<file path="src/hall_decoder_pkg.sv">
/*
  Shared constants for the commutation decoder: register offsets,
  field positions, reset values, timer codes and filter codes.
  Assumes a 32-bit Wishbone slave with one register per aligned word.
*/
package hall_decoder_pkg;
  // Register byte offsets
  localparam logic [7:0] CTRL_OFS      = 8'h00;
  localparam logic [7:0] SOFT_POS_OFS  = 8'h04;
  localparam logic [7:0] FILT_CNT_OFS  = 8'h08;
  localparam logic [7:0] FILT_MODE_OFS = 8'h0C;
  localparam logic [7:0] SRC_EDGE_OFS  = 8'h10;
  localparam logic [7:0] STATUS_OFS    = 8'h14;
  localparam logic [7:0] TABLE_OFS     = 8'h40;
  localparam int         TABLE_ENTRIES = 12;
  localparam int         BACKWARD_BASE = 6;

  // Control register fields
  localparam int CTRL_ENABLE   = 0;
  localparam int CTRL_DIR      = 1;
  localparam int CTRL_BRAKE    = 2;
  localparam int CTRL_SRC_MODE = 3;
  localparam int CTRL_ANGLE    = 4;
  localparam int CTRL_DELAY    = 5;
  localparam int CTRL_TMR_LO   = 6;
  localparam int CTRL_TMR_HI   = 7;

  // Filter mode and source/edge fields
  localparam int FILT_EN       = 3;
  localparam int SRC_SEL       = 6;

  // Reset values
  localparam logic [7:0] CTRL_RESET      = 8'h10;
  localparam logic [7:0] SRC_EDGE_RESET  = 8'h00;
  localparam logic [4:0] FILT_CNT_RESET  = 5'h00;
  localparam logic [3:0] FILT_MODE_RESET = 4'h0;

  // Filter clock code with no sampling clock
  localparam logic [2:0] FILT_CLK_UNUSED = 3'h7;

  // Delay timer selection codes
  localparam logic [1:0] TMR_FIRST  = 2'h0;
  localparam logic [1:0] TMR_SECOND = 2'h1;
  localparam logic [1:0] TMR_TEN    = 2'h2;

  // Brake drive pattern: tops off, bottoms on
  localparam logic [5:0] BRAKE_PATTERN = 6'h15;
endpackage

</file>
<file path="src/position_noise_filter.sv">
/*
  Three-channel noise filter for the rotor position inputs with its own
  sampling-rate divider. Assumes raw inputs are already synchronous.
*/
`timescale 1ns/1ps
module position_noise_filter (
  input  wire logic       clk_i,
  input  wire logic       rst_i,
  input  wire logic       enable_i,
  input  wire logic [2:0] clock_select_i,
  input  wire logic [4:0] compare_count_i,
  input  wire logic [2:0] raw_i,
  output logic      [2:0] filtered_o
);
  logic [6:0] prescale_reg;
  logic [7:0] mask_wide;
  logic [6:0] mask;
  logic       tick;
  logic [5:0] limit;
  logic [2:0] held;

  // Sampling tick at the system clock over 2 to 128; the unused code stalls
  assign mask_wide = (8'h02 << clock_select_i) - 8'h01;
  assign mask      = mask_wide[6:0];
  assign tick      = (clock_select_i != hall_decoder_pkg::FILT_CLK_UNUSED)
                   && ((prescale_reg & mask) == mask);
  // A zero count still needs one sample, else the filter never settles
  assign limit     = (compare_count_i == 5'h00) ? 6'h01 : {1'b0, compare_count_i};

  always_ff @(posedge clk_i) begin
    if (rst_i) prescale_reg <= 7'h00;
    else       prescale_reg <= prescale_reg + 7'h01;
  end

  genvar i;
  generate
    for (i = 0; i < 3; i++) begin : g_chan
      logic [4:0] count_reg;
      // Change only after enough consecutive samples at the new level
      always_ff @(posedge clk_i) begin
        if (rst_i || !enable_i) begin
          count_reg <= 5'h00;
          held[i]   <= raw_i[i];
        end else if (tick) begin
          if (raw_i[i] == held[i]) begin
            count_reg <= 5'h00;
          end else if ({1'b0, count_reg} + 6'h01 >= limit) begin
            count_reg <= 5'h00;
            held[i]   <= raw_i[i];
          end else begin
            count_reg <= count_reg + 5'h01;
          end
        end
      end
    end
  endgenerate

  // Bypass path when disabled
  assign filtered_o = enable_i ? held : raw_i;
endmodule

</file>
<file path="src/position_delay.sv">
/*
  Timer-driven delay of the decoder position word. A new position waits in
  the first buffer while the selected timer runs, then moves to the second
  on that timer's compare-A match. Assumes the timer stops and clears itself.
*/
`timescale 1ns/1ps
module position_delay (
  input  wire logic       clk_i,
  input  wire logic       rst_i,
  input  wire logic       select_i,
  input  wire logic [1:0] timer_select_i,
  input  wire logic [2:0] pos_i,
  input  wire logic [2:0] timer_match_i,
  output logic      [2:0] pos_o,
  output logic      [2:0] dedicated_o,
  output logic      [2:0] hw_run_o
);
  logic [2:0] delay_buffer_first;
  logic [2:0] delay_buffer_second;
  logic       select_q;
  logic       running;
  logic       start;
  logic       match;
  logic       init;

  // Dedicated timer by code; code 3 picks none and the delay never fires
  assign dedicated_o[0] = select_i && (timer_select_i == hall_decoder_pkg::TMR_FIRST);
  assign dedicated_o[1] = select_i && (timer_select_i == hall_decoder_pkg::TMR_SECOND);
  assign dedicated_o[2] = select_i && (timer_select_i == hall_decoder_pkg::TMR_TEN);
  assign match    = |(timer_match_i & dedicated_o);
  assign init     = select_i && !select_q;
  assign start    = !init && !running && (pos_i != delay_buffer_second);
  assign hw_run_o = dedicated_o & {3{running}};

  // Buffers are flushed while off and seeded on the enabling edge
  always_ff @(posedge clk_i) begin
    if (rst_i) begin
      select_q            <= 1'b0;
      running             <= 1'b0;
      delay_buffer_first  <= 3'h0;
      delay_buffer_second <= 3'h0;
    end else begin
      select_q <= select_i;
      if (!select_i) begin
        running             <= 1'b0;
        delay_buffer_first  <= 3'h0;
        delay_buffer_second <= 3'h0;
      end else if (init) begin
        running             <= 1'b0;
        delay_buffer_first  <= pos_i;
        delay_buffer_second <= pos_i;
      end else if (running && match) begin
        running             <= 1'b0;
        delay_buffer_second <= delay_buffer_first;
      end else if (start) begin
        running             <= 1'b1;
        delay_buffer_first  <= pos_i;
      end
    end
  end

  assign pos_o = select_i ? delay_buffer_second : pos_i;
endmodule

</file>
<file path="src/hall_commutation_decoder.sv">
/*
  Commutation decoder top: Wishbone register file, input source selection,
  noise filter, optional timer delay, edge events and the decode tables.
  Assumes pins and comparator outputs are asynchronous, timer signals are
  on clk_i, and a gate stage downstream consumes the six pattern bits.
*/
`timescale 1ns/1ps
// Notes on behaviour
// - Filter enable low bypasses the filter; high routes inputs through it.
// - Filter sampling clock comes from the 3-bit clock select field.
// - 5-bit count field sets how many comparisons the filter makes.
// - Delay is off while its select is low; a rising select initialises it.
// - Both 3-bit delay buffers stay cleared while the delay select is low.
// - With delay select low all three timers run normally.
// - With delay select high hardware drives the chosen timer's run bit.
// - Enabled, no brake: direction 0 uses forward, 1 backward tables.
// - Forward uses entries 0 to 5, bits 5..0 A top to C bottom.
// - Backward uses entries 6 to 11 with the same bit order.
// - 60-degree states 100,110,111,011,001,000 map to entries 0..5.
// - 120-degree states 100,110,010,011,001,101 map to entries 0..5.
// - Brake forces tops 0 and bottoms 1 regardless of everything else.
// - Source bit 6 picks sensor pins at 0, comparators 1 to 3 at 1.
// - Each filtered bit has 2-bit edge select: off, rise, fall, both.
// - Decode mode 1 uses filtered signals, 0 uses software position bits.
// - Angle bit 0 is 60-degree, 1 is 120-degree; resets to 1.
// - Clock codes 000..110 divide by 2..128; code 111 is unused.
// - Timer codes 00, 01, 10 pick the three timers; 11 unused.
module hall_commutation_decoder (
  input  wire logic        clk_i,
  input  wire logic        rst_i,
  input  wire logic        cyc_i,
  input  wire logic        stb_i,
  input  wire logic        we_i,
  input  wire logic [7:0]  adr_i,
  input  wire logic [3:0]  sel_i,
  input  wire logic [31:0] dat_i,
  output logic      [31:0] dat_o,
  output logic             ack_o,
  input  wire logic        rotor_pos_a_in_i,
  input  wire logic        rotor_pos_b_in_i,
  input  wire logic        rotor_pos_c_in_i,
  input  wire logic [2:0]  comparator_out_i,
  input  wire logic [2:0]  timer_match_i,
  input  wire logic [2:0]  sw_run_i,
  output logic      [2:0]  counter_run_bit_o,
  output logic      [2:0]  timer_dedicated_o,
  output logic      [2:0]  edge_event_o,
  output logic             gate_a_top_o,
  output logic             gate_a_bottom_o,
  output logic             gate_b_top_o,
  output logic             gate_b_bottom_o,
  output logic             gate_c_top_o,
  output logic             gate_c_bottom_o
);
  localparam int TABLE_COUNT = hall_decoder_pkg::TABLE_ENTRIES;

  logic [7:0]  decoder_control_reg;
  logic [2:0]  software_position_reg;
  logic [4:0]  filter_count_reg;
  logic [3:0]  filter_mode_reg;
  logic [6:0]  sensor_source_edge_ctrl;
  logic [5:0]  commutation_table_entry [TABLE_COUNT];
  logic [5:0]  pattern_reg;
  logic [5:0]  pattern_next;
  logic [2:0]  filtered_prev_reg;
  logic [2:0]  edge_reg;
  logic        ack_reg;
  logic [31:0] rdata_reg;
  logic [5:0]  sync1_reg;
  logic [5:0]  sync2_reg;

  logic        access;
  logic        wr;
  logic        tbl_hit;
  logic [7:0]  tbl_off;
  logic [3:0]  tbl_idx;
  logic [2:0]  filter_in;
  logic [2:0]  filtered_pos;
  logic [2:0]  decode_in;
  logic [2:0]  delayed_pos;
  logic [2:0]  hw_run;
  logic [2:0]  rise;
  logic [2:0]  fall;
  logic [2:0]  edge_hit;
  logic        valid_60;
  logic        valid_120;
  logic        valid_pos;
  logic [2:0]  step_60;
  logic [2:0]  step_120;
  logic [2:0]  step;
  logic [3:0]  entry_idx;
  logic [31:0] rdata_next;

  logic        decoder_enable;
  logic        direction_select;
  logic        brake_enable;
  logic        decode_source_mode;
  logic        angle_config_select;
  logic        delay_circuit_select;
  logic [1:0]  delay_timer_select;

  // Control field decode
  assign decoder_enable       = decoder_control_reg[hall_decoder_pkg::CTRL_ENABLE];
  assign direction_select     = decoder_control_reg[hall_decoder_pkg::CTRL_DIR];
  assign brake_enable         = decoder_control_reg[hall_decoder_pkg::CTRL_BRAKE];
  assign decode_source_mode   = decoder_control_reg[hall_decoder_pkg::CTRL_SRC_MODE];
  assign angle_config_select  = decoder_control_reg[hall_decoder_pkg::CTRL_ANGLE];
  assign delay_circuit_select = decoder_control_reg[hall_decoder_pkg::CTRL_DELAY];
  assign delay_timer_select   = decoder_control_reg[hall_decoder_pkg::CTRL_TMR_HI:hall_decoder_pkg::CTRL_TMR_LO];

  // Bus decode; the slave answers one cycle after the request
  assign access  = cyc_i && stb_i && !ack_reg;
  assign wr      = access && we_i && sel_i[0];
  assign tbl_off = adr_i - hall_decoder_pkg::TABLE_OFS;
  assign tbl_idx = tbl_off[5:2];
  assign tbl_hit = (adr_i >= hall_decoder_pkg::TABLE_OFS) && (tbl_off[1:0] == 2'h0)
                 && (tbl_off[7:6] == 2'h0) && (tbl_idx < 4'(TABLE_COUNT));

  // Pins and comparators are asynchronous, so both pass two flops
  always_ff @(posedge clk_i) begin
    if (rst_i) begin
      sync1_reg <= 6'h00;
      sync2_reg <= 6'h00;
    end else begin
      sync1_reg <= {comparator_out_i, rotor_pos_c_in_i, rotor_pos_b_in_i, rotor_pos_a_in_i};
      sync2_reg <= sync1_reg;
    end
  end

  // Filter source: sensor pins or comparators 1 to 3
  assign filter_in = sensor_source_edge_ctrl[hall_decoder_pkg::SRC_SEL]
                   ? sync2_reg[5:3] : sync2_reg[2:0];

  position_noise_filter u_filter (
    .clk_i           (clk_i),
    .rst_i           (rst_i),
    .enable_i        (filter_mode_reg[hall_decoder_pkg::FILT_EN]),
    .clock_select_i  (filter_mode_reg[2:0]),
    .compare_count_i (filter_count_reg),
    .raw_i           (filter_in),
    .filtered_o      (filtered_pos)
  );

  // Decoder input: filtered signals or software bits
  assign decode_in = decode_source_mode ? filtered_pos : software_position_reg;

  position_delay u_delay (
    .clk_i          (clk_i),
    .rst_i          (rst_i),
    .select_i       (delay_circuit_select),
    .timer_select_i (delay_timer_select),
    .pos_i          (decode_in),
    .timer_match_i  (timer_match_i),
    .pos_o          (delayed_pos),
    .dedicated_o    (timer_dedicated_o),
    .hw_run_o       (hw_run)
  );

  // Run bits: software owns them unless the timer is dedicated to the delay
  assign counter_run_bit_o = (sw_run_i & ~timer_dedicated_o) | hw_run;

  // Edge events on each filtered position bit
  assign rise = filtered_pos & ~filtered_prev_reg;
  assign fall = ~filtered_pos & filtered_prev_reg;
  genvar g;
  generate
    for (g = 0; g < 3; g++) begin : g_edge
      assign edge_hit[g] = (sensor_source_edge_ctrl[2*g] && rise[g])
                         || (sensor_source_edge_ctrl[2*g+1] && fall[g]);
    end
  endgenerate

  always_ff @(posedge clk_i) begin
    if (rst_i) begin
      filtered_prev_reg <= 3'h0;
      edge_reg          <= 3'h0;
    end else begin
      filtered_prev_reg <= filtered_pos;
      edge_reg          <= edge_hit;
    end
  end
  assign edge_event_o = edge_reg;

  // Step index for 60 degrees (A is bit 2 of the state)
  always_comb begin
    valid_60 = 1'b1;
    case ({delayed_pos[0], delayed_pos[1], delayed_pos[2]})
      3'h4:    step_60 = 3'h0;
      3'h6:    step_60 = 3'h1;
      3'h7:    step_60 = 3'h2;
      3'h3:    step_60 = 3'h3;
      3'h1:    step_60 = 3'h4;
      3'h0:    step_60 = 3'h5;
      default: begin
        step_60  = 3'h0;
        valid_60 = 1'b0;
      end
    endcase
  end

  // Step index for 120 degrees
  always_comb begin
    valid_120 = 1'b1;
    case ({delayed_pos[0], delayed_pos[1], delayed_pos[2]})
      3'h4:    step_120 = 3'h0;
      3'h6:    step_120 = 3'h1;
      3'h2:    step_120 = 3'h2;
      3'h3:    step_120 = 3'h3;
      3'h1:    step_120 = 3'h4;
      3'h5:    step_120 = 3'h5;
      default: begin
        step_120  = 3'h0;
        valid_120 = 1'b0;
      end
    endcase
  end

  assign valid_pos = angle_config_select ? valid_120 : valid_60;
  assign step      = angle_config_select ? step_120 : step_60;
  // Backward table sits six entries above the forward one
  assign entry_idx = direction_select ? ({1'b0, step} + 4'(hall_decoder_pkg::BACKWARD_BASE))
                                      : {1'b0, step};

  // Output priority: brake, then disabled, then invalid state, then table
  always_comb begin
    if (brake_enable)        pattern_next = hall_decoder_pkg::BRAKE_PATTERN;
    else if (!decoder_enable) pattern_next = 6'h00;
    else if (!valid_pos)     pattern_next = 6'h00;
    else                     pattern_next = commutation_table_entry[entry_idx];
  end

  // Read mux; unmapped words read zero
  always_comb begin
    rdata_next = 32'h0000_0000;
    if (tbl_hit) rdata_next = {26'h0, commutation_table_entry[tbl_idx]};
    else begin
      case (adr_i)
        hall_decoder_pkg::CTRL_OFS:      rdata_next = {24'h0, decoder_control_reg};
        hall_decoder_pkg::SOFT_POS_OFS:  rdata_next = {29'h0, software_position_reg};
        hall_decoder_pkg::FILT_CNT_OFS:  rdata_next = {27'h0, filter_count_reg};
        hall_decoder_pkg::FILT_MODE_OFS: rdata_next = {28'h0, filter_mode_reg};
        hall_decoder_pkg::SRC_EDGE_OFS:  rdata_next = {25'h0, sensor_source_edge_ctrl};
        hall_decoder_pkg::STATUS_OFS:    rdata_next = {18'h0, pattern_reg, 2'h0, delayed_pos, filtered_pos};
        default:                         rdata_next = 32'h0000_0000;
      endcase
    end
  end

  // Register writes take only byte lane 0
  always_ff @(posedge clk_i) begin
    if (rst_i) begin
      decoder_control_reg     <= hall_decoder_pkg::CTRL_RESET;
      software_position_reg   <= 3'h0;
      filter_count_reg        <= hall_decoder_pkg::FILT_CNT_RESET;
      filter_mode_reg         <= hall_decoder_pkg::FILT_MODE_RESET;
      sensor_source_edge_ctrl <= hall_decoder_pkg::SRC_EDGE_RESET[6:0];
    end else if (wr) begin
      case (adr_i)
        hall_decoder_pkg::CTRL_OFS:      decoder_control_reg     <= dat_i[7:0];
        hall_decoder_pkg::SOFT_POS_OFS:  software_position_reg   <= dat_i[2:0];
        hall_decoder_pkg::FILT_CNT_OFS:  filter_count_reg        <= dat_i[4:0];
        hall_decoder_pkg::FILT_MODE_OFS: filter_mode_reg         <= dat_i[3:0];
        hall_decoder_pkg::SRC_EDGE_OFS:  sensor_source_edge_ctrl <= dat_i[6:0];
        default:                         ;
      endcase
    end
  end

  // Table entries, one generate slice each
  generate
    for (g = 0; g < TABLE_COUNT; g++) begin : g_table
      always_ff @(posedge clk_i) begin
        if (rst_i)                              commutation_table_entry[g] <= 6'h00;
        else if (wr && tbl_hit && tbl_idx == 4'(g)) commutation_table_entry[g] <= dat_i[5:0];
      end
    end
  endgenerate

  // Bus answer and registered pattern
  always_ff @(posedge clk_i) begin
    if (rst_i) begin
      ack_reg     <= 1'b0;
      rdata_reg   <= 32'h0000_0000;
      pattern_reg <= 6'h00;
    end else begin
      ack_reg     <= access;
      rdata_reg   <= access ? rdata_next : 32'h0000_0000;
      pattern_reg <= pattern_next;
    end
  end

  assign ack_o           = ack_reg;
  assign dat_o           = rdata_reg;
  assign gate_a_top_o    = pattern_reg[5];
  assign gate_a_bottom_o = pattern_reg[4];
  assign gate_b_top_o    = pattern_reg[3];
  assign gate_b_bottom_o = pattern_reg[2];
  assign gate_c_top_o    = pattern_reg[1];
  assign gate_c_bottom_o = pattern_reg[0];
endmodule

</file>
<file path="config.mk">
export PLATFORM = sky130hd
export DESIGN_NAME = hall_commutation_decoder
export DESIGN_NICKNAME = d
export VERILOG_FILES = /design/src/hall_decoder_pkg.sv /design/src/position_noise_filter.sv /design/src/position_delay.sv /design/src/hall_commutation_decoder.sv
export SDC_FILE = /design/constraint.sdc
export NUM_CORES = 1
export LEC_CHECK = 0
export ABC_AREA = 1
export BUFFER_PORTS_ARGS = -buffer_cell sky130_fd_sc_hd__buf_2
export CORE_AREA = 2 2 102 154
export CTS_BUF_LIST = sky130_fd_sc_hd__clkbuf_8
export CTS_CLUSTER_SIZE = 8
export DETAILED_ROUTE_END_ITERATION = 10
export DIE_AREA = 0 0 104 156
export GPL_TIMING_DRIVEN = 0
export HOLD_SLACK_MARGIN = 0.02
export PLACE_DENSITY = 0.8
export SLEW_MARGIN = 20
export SYNTH_ARGS = -nofsm -noshare
export SYNTH_HDL_FRONTEND = slang
export SYNTH_SLANG_ARGS = --single-unit
</file>
<file path="constraint.sdc">
create_clock -name clk_i -period 3.38 [get_ports clk_i]
set_clock_uncertainty 0.2 [all_clocks]
set_input_delay 0.676 -clock clk_i [delete_from_list [all_inputs] [get_ports clk_i]]
set_output_delay 0.676 -clock clk_i [all_outputs]
set_load 0.01 [all_outputs]
</file>
==> impl_table.tex <==
\begin{tabular}{lr}
\hline
Metric & Value \\
\hline
\multicolumn{2}{l}{\textbf{Outcome}} \\
\quad Status & finished clean \\
\multicolumn{2}{l}{\textbf{Power}} \\
\quad Switching fraction of total power & 25.54\% \\
\quad Pwr/cell area & 402.7 mW/mm\^{}2 \\
\quad Clock network fraction of design power & 37.1\% \\
\quad Reg power frac & 56.2\% \\
\quad Leakage component of the power & 4.160 nW \\
\quad Net load switching power & 0.001009 W \\
\quad Share of power burned in combinational logic & 6.7\% \\
\quad Internal portion of total power & 0.002943 W \\
\quad VDD IR-drop max & 0.2909 mV \\
\multicolumn{2}{l}{\textbf{Synth}} \\
\quad Number of flops mapped to enable cells by yosys & 75 \\
\quad Combined area of all synthesized cells & 0.008798 mm\^{}2 \\
\quad Warning count from the yosys run & 0 \\
\quad Count leader, synth & sky130\_fd\_sc\_hd\_\_nor2\_1 \\
\quad Top cell type's share of synthesized area & 25.60\% \\
\quad Synthesized instance count & 1,087 \\
\quad Sequential share of the synthesized area & 47.44\% \\
\quad Most used DFF post-synth & sky130\_fd\_sc\_hd\_\_dfxtp\_1 \\
\quad Number of flip-flops and latches in the synthesized netlist & 171 \\
\quad Cell type with the largest total area after synthesis & sky130\_fd\_sc\_hd\_\_edfxtp\_1 \\
\quad Average size of a mapped cell & 8.094 um\^{}2 \\
\quad Distinct cell type count of the synthesized netlist & 43 \\
\quad Most used standard cells in the synthesized netlist & sky130\_fd\_sc\_hd\_\_nor2\_1 (171), sky130\_fd\_sc\_hd\_\_nand2\_1 (163), sky130\_fd\_sc\_hd\_\_inv\_1 (107), sky130\_fd\_sc\_hd\_\_dfxtp\_1 (96), sky130\_fd\_sc\_hd\_\_nand3\_1 (93) \\
\quad Share of async-settable or async-resettable flops after synthesis & 0\% \\
\quad Largest cells by area after synthesis & sky130\_fd\_sc\_hd\_\_edfxtp\_1 (26\%), sky130\_fd\_sc\_hd\_\_dfxtp\_1 (22\%), sky130\_fd\_sc\_hd\_\_nor2\_1 (7.3\%) \\
\multicolumn{2}{l}{\textbf{GRT}} \\
\quad Residual overflow from global routing & 0 \\
\quad Largest net degree at the start of global routing & 17 \\
\quad Global-route wire length before repair & 40,790 um \\
\quad Number of antenna violations at the first check in global routing & 0 \\
\quad Via count of the first global-routing pass & 7,913 \\
\quad GRT Resource Usage Total & 32.84\% \\
\multicolumn{2}{l}{\textbf{Timing}} \\
\quad Transition at the pin with the smallest max-transition slack & 813.0 ps \\
\quad Ratio of final minimum period to clock period & 95.60\% \\
\quad Relative slew slack & 44.40\% \\
\quad Setup Viol. Count Final & 0 \\
\quad Final-layout worst hold slack & 205.3 ps \\
\quad Count of endpoints failing hold in the final timing report & 0 \\
\quad Minimum clock period after layout & 3231 ps \\
\quad Final count of pins violating max slew & 0 \\
\quad RSZ-0062 raised after global routing & false \\
\quad Fmax & 309.5 MHz \\
\quad Aggregate negative setup slack & 0 ps \\
\multicolumn{2}{l}{\textbf{Worst setup path}} \\
\quad Setup slack on the worst flop-to-flop path & 230 ps \\
\quad Launching element type of the critical path & input pin \\
\quad Peak fanout along the critical path & 10 \\
\quad Worst path required time & 3290 ps \\
\quad Reg2Reg Depth & 15 \\
\quad Endpoint of the most critical register-to-register path & pattern\_reg[0] \\
\quad Arrival time worst endpoint & 3140 ps \\
\quad Critical path capture point type & register \\
\quad Worst reg2reg startpoint & filter\_mode\_reg[3] \\
\quad Worst setup path category & input pin to register \\
\multicolumn{2}{l}{\textbf{Die}} \\
\quad Initial core utilization & 59.19\% \\
\quad Number of I/O pins & 109 \\
\quad Area of the core & 0.01486 mm\^{}2 \\
\quad Width of the chip & 104 um \\
\quad Vertical die dimension & 156 um \\
\quad Area of the die & 0.01622 mm\^{}2 \\
\quad Placement Rows & 55 \\
\multicolumn{2}{l}{\textbf{Cells and area}} \\
\quad Number of flip-flops in the largest register & 72 \\
\quad Share of post-route cells with drive strength above 1 & 13.61\% \\
\quad Ant. Diodes & 0 \\
\quad Relative area change from synthesis to final layout & 11.56\% \\
\quad Final \#Nets & 1,267 \\
\quad Fillers & 1,318 \\
\multicolumn{2}{l}{\textbf{Hold path}} \\
\quad Hold endpoint & sync2\_reg[2] \\
\quad Critical hold path startpoint & sync1\_reg[2] \\
\quad Instance count along the most critical hold path & 2 \\
\quad Type of the tightest min-delay check & register to register \\
\multicolumn{2}{l}{\textbf{Route}} \\
\quad Mean number of vias per cell & 5.855 \\
\quad First-pass detailed-route iteration total & 6 \\
\quad Remaining number of nets flagged by the antenna check after routing & 0 \\
\quad Total number of vias & 8,180 \\
\quad DRC viols & 0 \\
\quad Final WL & 26,320 um \\
\quad Average wire per cell in the routed design & 18.84 um \\
\quad Initial drt markers & 743 \\
\multicolumn{2}{l}{\textbf{Clock tree}} \\
\quad Deepest clock path buffer count & 2 \\
\quad Clock buffers created by TritonCTS & 17 \\
\quad \# hold bufs at CTS & 0 \\
\quad H-tree lvl count & 4 \\
\quad Clock insertion delay at the later pin of the skew report & 460 ps \\
\quad TritonCTS clock tree & built \\
\quad Number of setup buffers added after CTS & 0 \\
\quad Number of clock sinks & 171 \\
\quad Clock slew at the register clock pins of the worst setup and hold paths & 100 ps \\
\quad Clk root buf & sky130\_fd\_sc\_hd\_\_clkbuf\_8 \\
\multicolumn{2}{l}{\textbf{Place}} \\
\quad IO Port Bufs & 62 \\
\quad Final weighted congestion of routability-driven global placement & 1.025 \\
\quad Total half-perimeter wirelength after legalization and detailed placement & 19,740 um \\
\multicolumn{2}{l}{\textbf{Flow run}} \\
\quad Max-capacitance violation count & 0 \\
\hline
\end{tabular}
==> per-stage QoR <==
| step | cells | util [%] | setup WS, ps | instance area [um^2] | power [W] |
|---|---|---|---|---|---|
| after floorplan | 1104 | - | 499.1 | 8862 | 0.002417 |
| after global placement | 1365 | 63.38 | -552.5 | 9422 | 0.002517 |
| after detailed placement | 1365 | 63.38 | -592.2 | 9422 | 0.002522 |
| after CTS | 1397 | 66.04 | 4.108 | 9816 | 0.003939 |
| after global routing | 1397 | 66.04 | 3.032 | 9816 | 0.004058 |
| final | 1397 | 66.04 | 148.7 | 9816 | 0.003953 |
==> worst max-delay path, stage by stage <==
cell	delay [ps]
sky130_fd_sc_hd__buf_2	90
sky130_fd_sc_hd__nor2_1	250
sky130_fd_sc_hd__and3_1	210
sky130_fd_sc_hd__clkbuf_1	320
sky130_fd_sc_hd__inv_1	110
sky130_fd_sc_hd__nor2_1	400
sky130_fd_sc_hd__buf_2	290
sky130_fd_sc_hd__nand2_1	130
sky130_fd_sc_hd__o21ai_1	660
==> worst max-delay path by stage <==
stage / start / endpoint / slack (ps) / cells after the start
2_1_floorplan: adr_i[1] / commutation_table_entry[6][0] / 500 / 8
3_3_place_gp: adr_i[1] / commutation_table_entry[1][1] / -550 / 9
3_5_place_dp: adr_i[1] / commutation_table_entry[1][3] / -590 / 9
4_1_cts: adr_i[1] / commutation_table_entry[8][4] / 4 / 9
5_1_grt: adr_i[1] / commutation_table_entry[1][4] / 3 / 9
6_report: adr_i[1] / commutation_table_entry[5][5] / 150 / 9
==> layout make-up <==
| type | instances | area, um^2 | share of cell area [%] |
|---|---|---|---|
| clock buffer | 17 | 234.0 | 2.384 |
| multi-input combinational | 758 | 3894 | 39.67 |
| sequential | 171 | 4174 | 42.52 |
| tap | 199 | 249.0 | 2.537 |
| buffer | 59 | 351.6 | 3.582 |
| clock inverter | 15 | 160.2 | 1.632 |
| inverter | 116 | 442.9 | 4.512 |
| timing repair buffer | 62 | 310.3 | 3.161 |
==> cell families (layout without fill, tap and decap cells) <==
group	Yosys count	after routing	share of synthesized area (%)
simple gates	490	490	24.57
compound gates	215	215	14.53
buf+inv	175	269	9.030
flops	171	171	47.44
fa+ha+maj	21	21	2.986
xor+xnor	14	14	1.394
other cells	1	18	0.04262
==> per-layer routing <==
layer	GRT usage [%]	vias to the layer above	wire (um)
met5	0	-	0
met4	22.72	0	1980
met3	5.221	139	2008
met2	59.87	445	13420
met1	34.49	3749	8908
li1	-	3847	-
==> power by group through the flow <==
| stage | registers, W | logic (W) | clock network (W) |
|---|---|---|---|
| after CTS | 0.00222 | 0.000255 | 0.00146 |
| after floorplan | 0.00226 | 0.000157 | 0 |
| after global placement | 0.00227 | 0.000249 | 0 |
| after detailed placement | 0.00227 | 0.000252 | 0 |
| after global routing | 0.00223 | 0.000282 | 0.00155 |
| final | 0.00222 | 0.000263 | 0.00147 |
==> placed cells by master, fill, tap and decap left out, types with 21 or more instances in the layout <==
master | netlist | final
sky130_fd_sc_hd__edfxtp_1 | 75 | 75
sky130_fd_sc_hd__inv_1 | 107 | 108
sky130_fd_sc_hd__clkbuf_1 | 26 | 26
sky130_fd_sc_hd__dfxtp_1 | 96 | 96
sky130_fd_sc_hd__a22oi_1 | 40 | 40
sky130_fd_sc_hd__nand3_1 | 93 | 93
sky130_fd_sc_hd__o21ai_0 | 66 | 54
sky130_fd_sc_hd__ha_1 | 21 | 21
sky130_fd_sc_hd__buf_4 | 23 | 23
sky130_fd_sc_hd__nand2_1 | 163 | 163
sky130_fd_sc_hd__a21oi_1 | 68 | 68
sky130_fd_sc_hd__nor2_1 | 171 | 171
sky130_fd_sc_hd__buf_2 | 5 | 67
==> what timing repair did <==
item	CTS	global route
cloned	0	0
gates resized for setup	8	4
setup endpoints to repair	41	24
(Power assumes the default switching activity.)
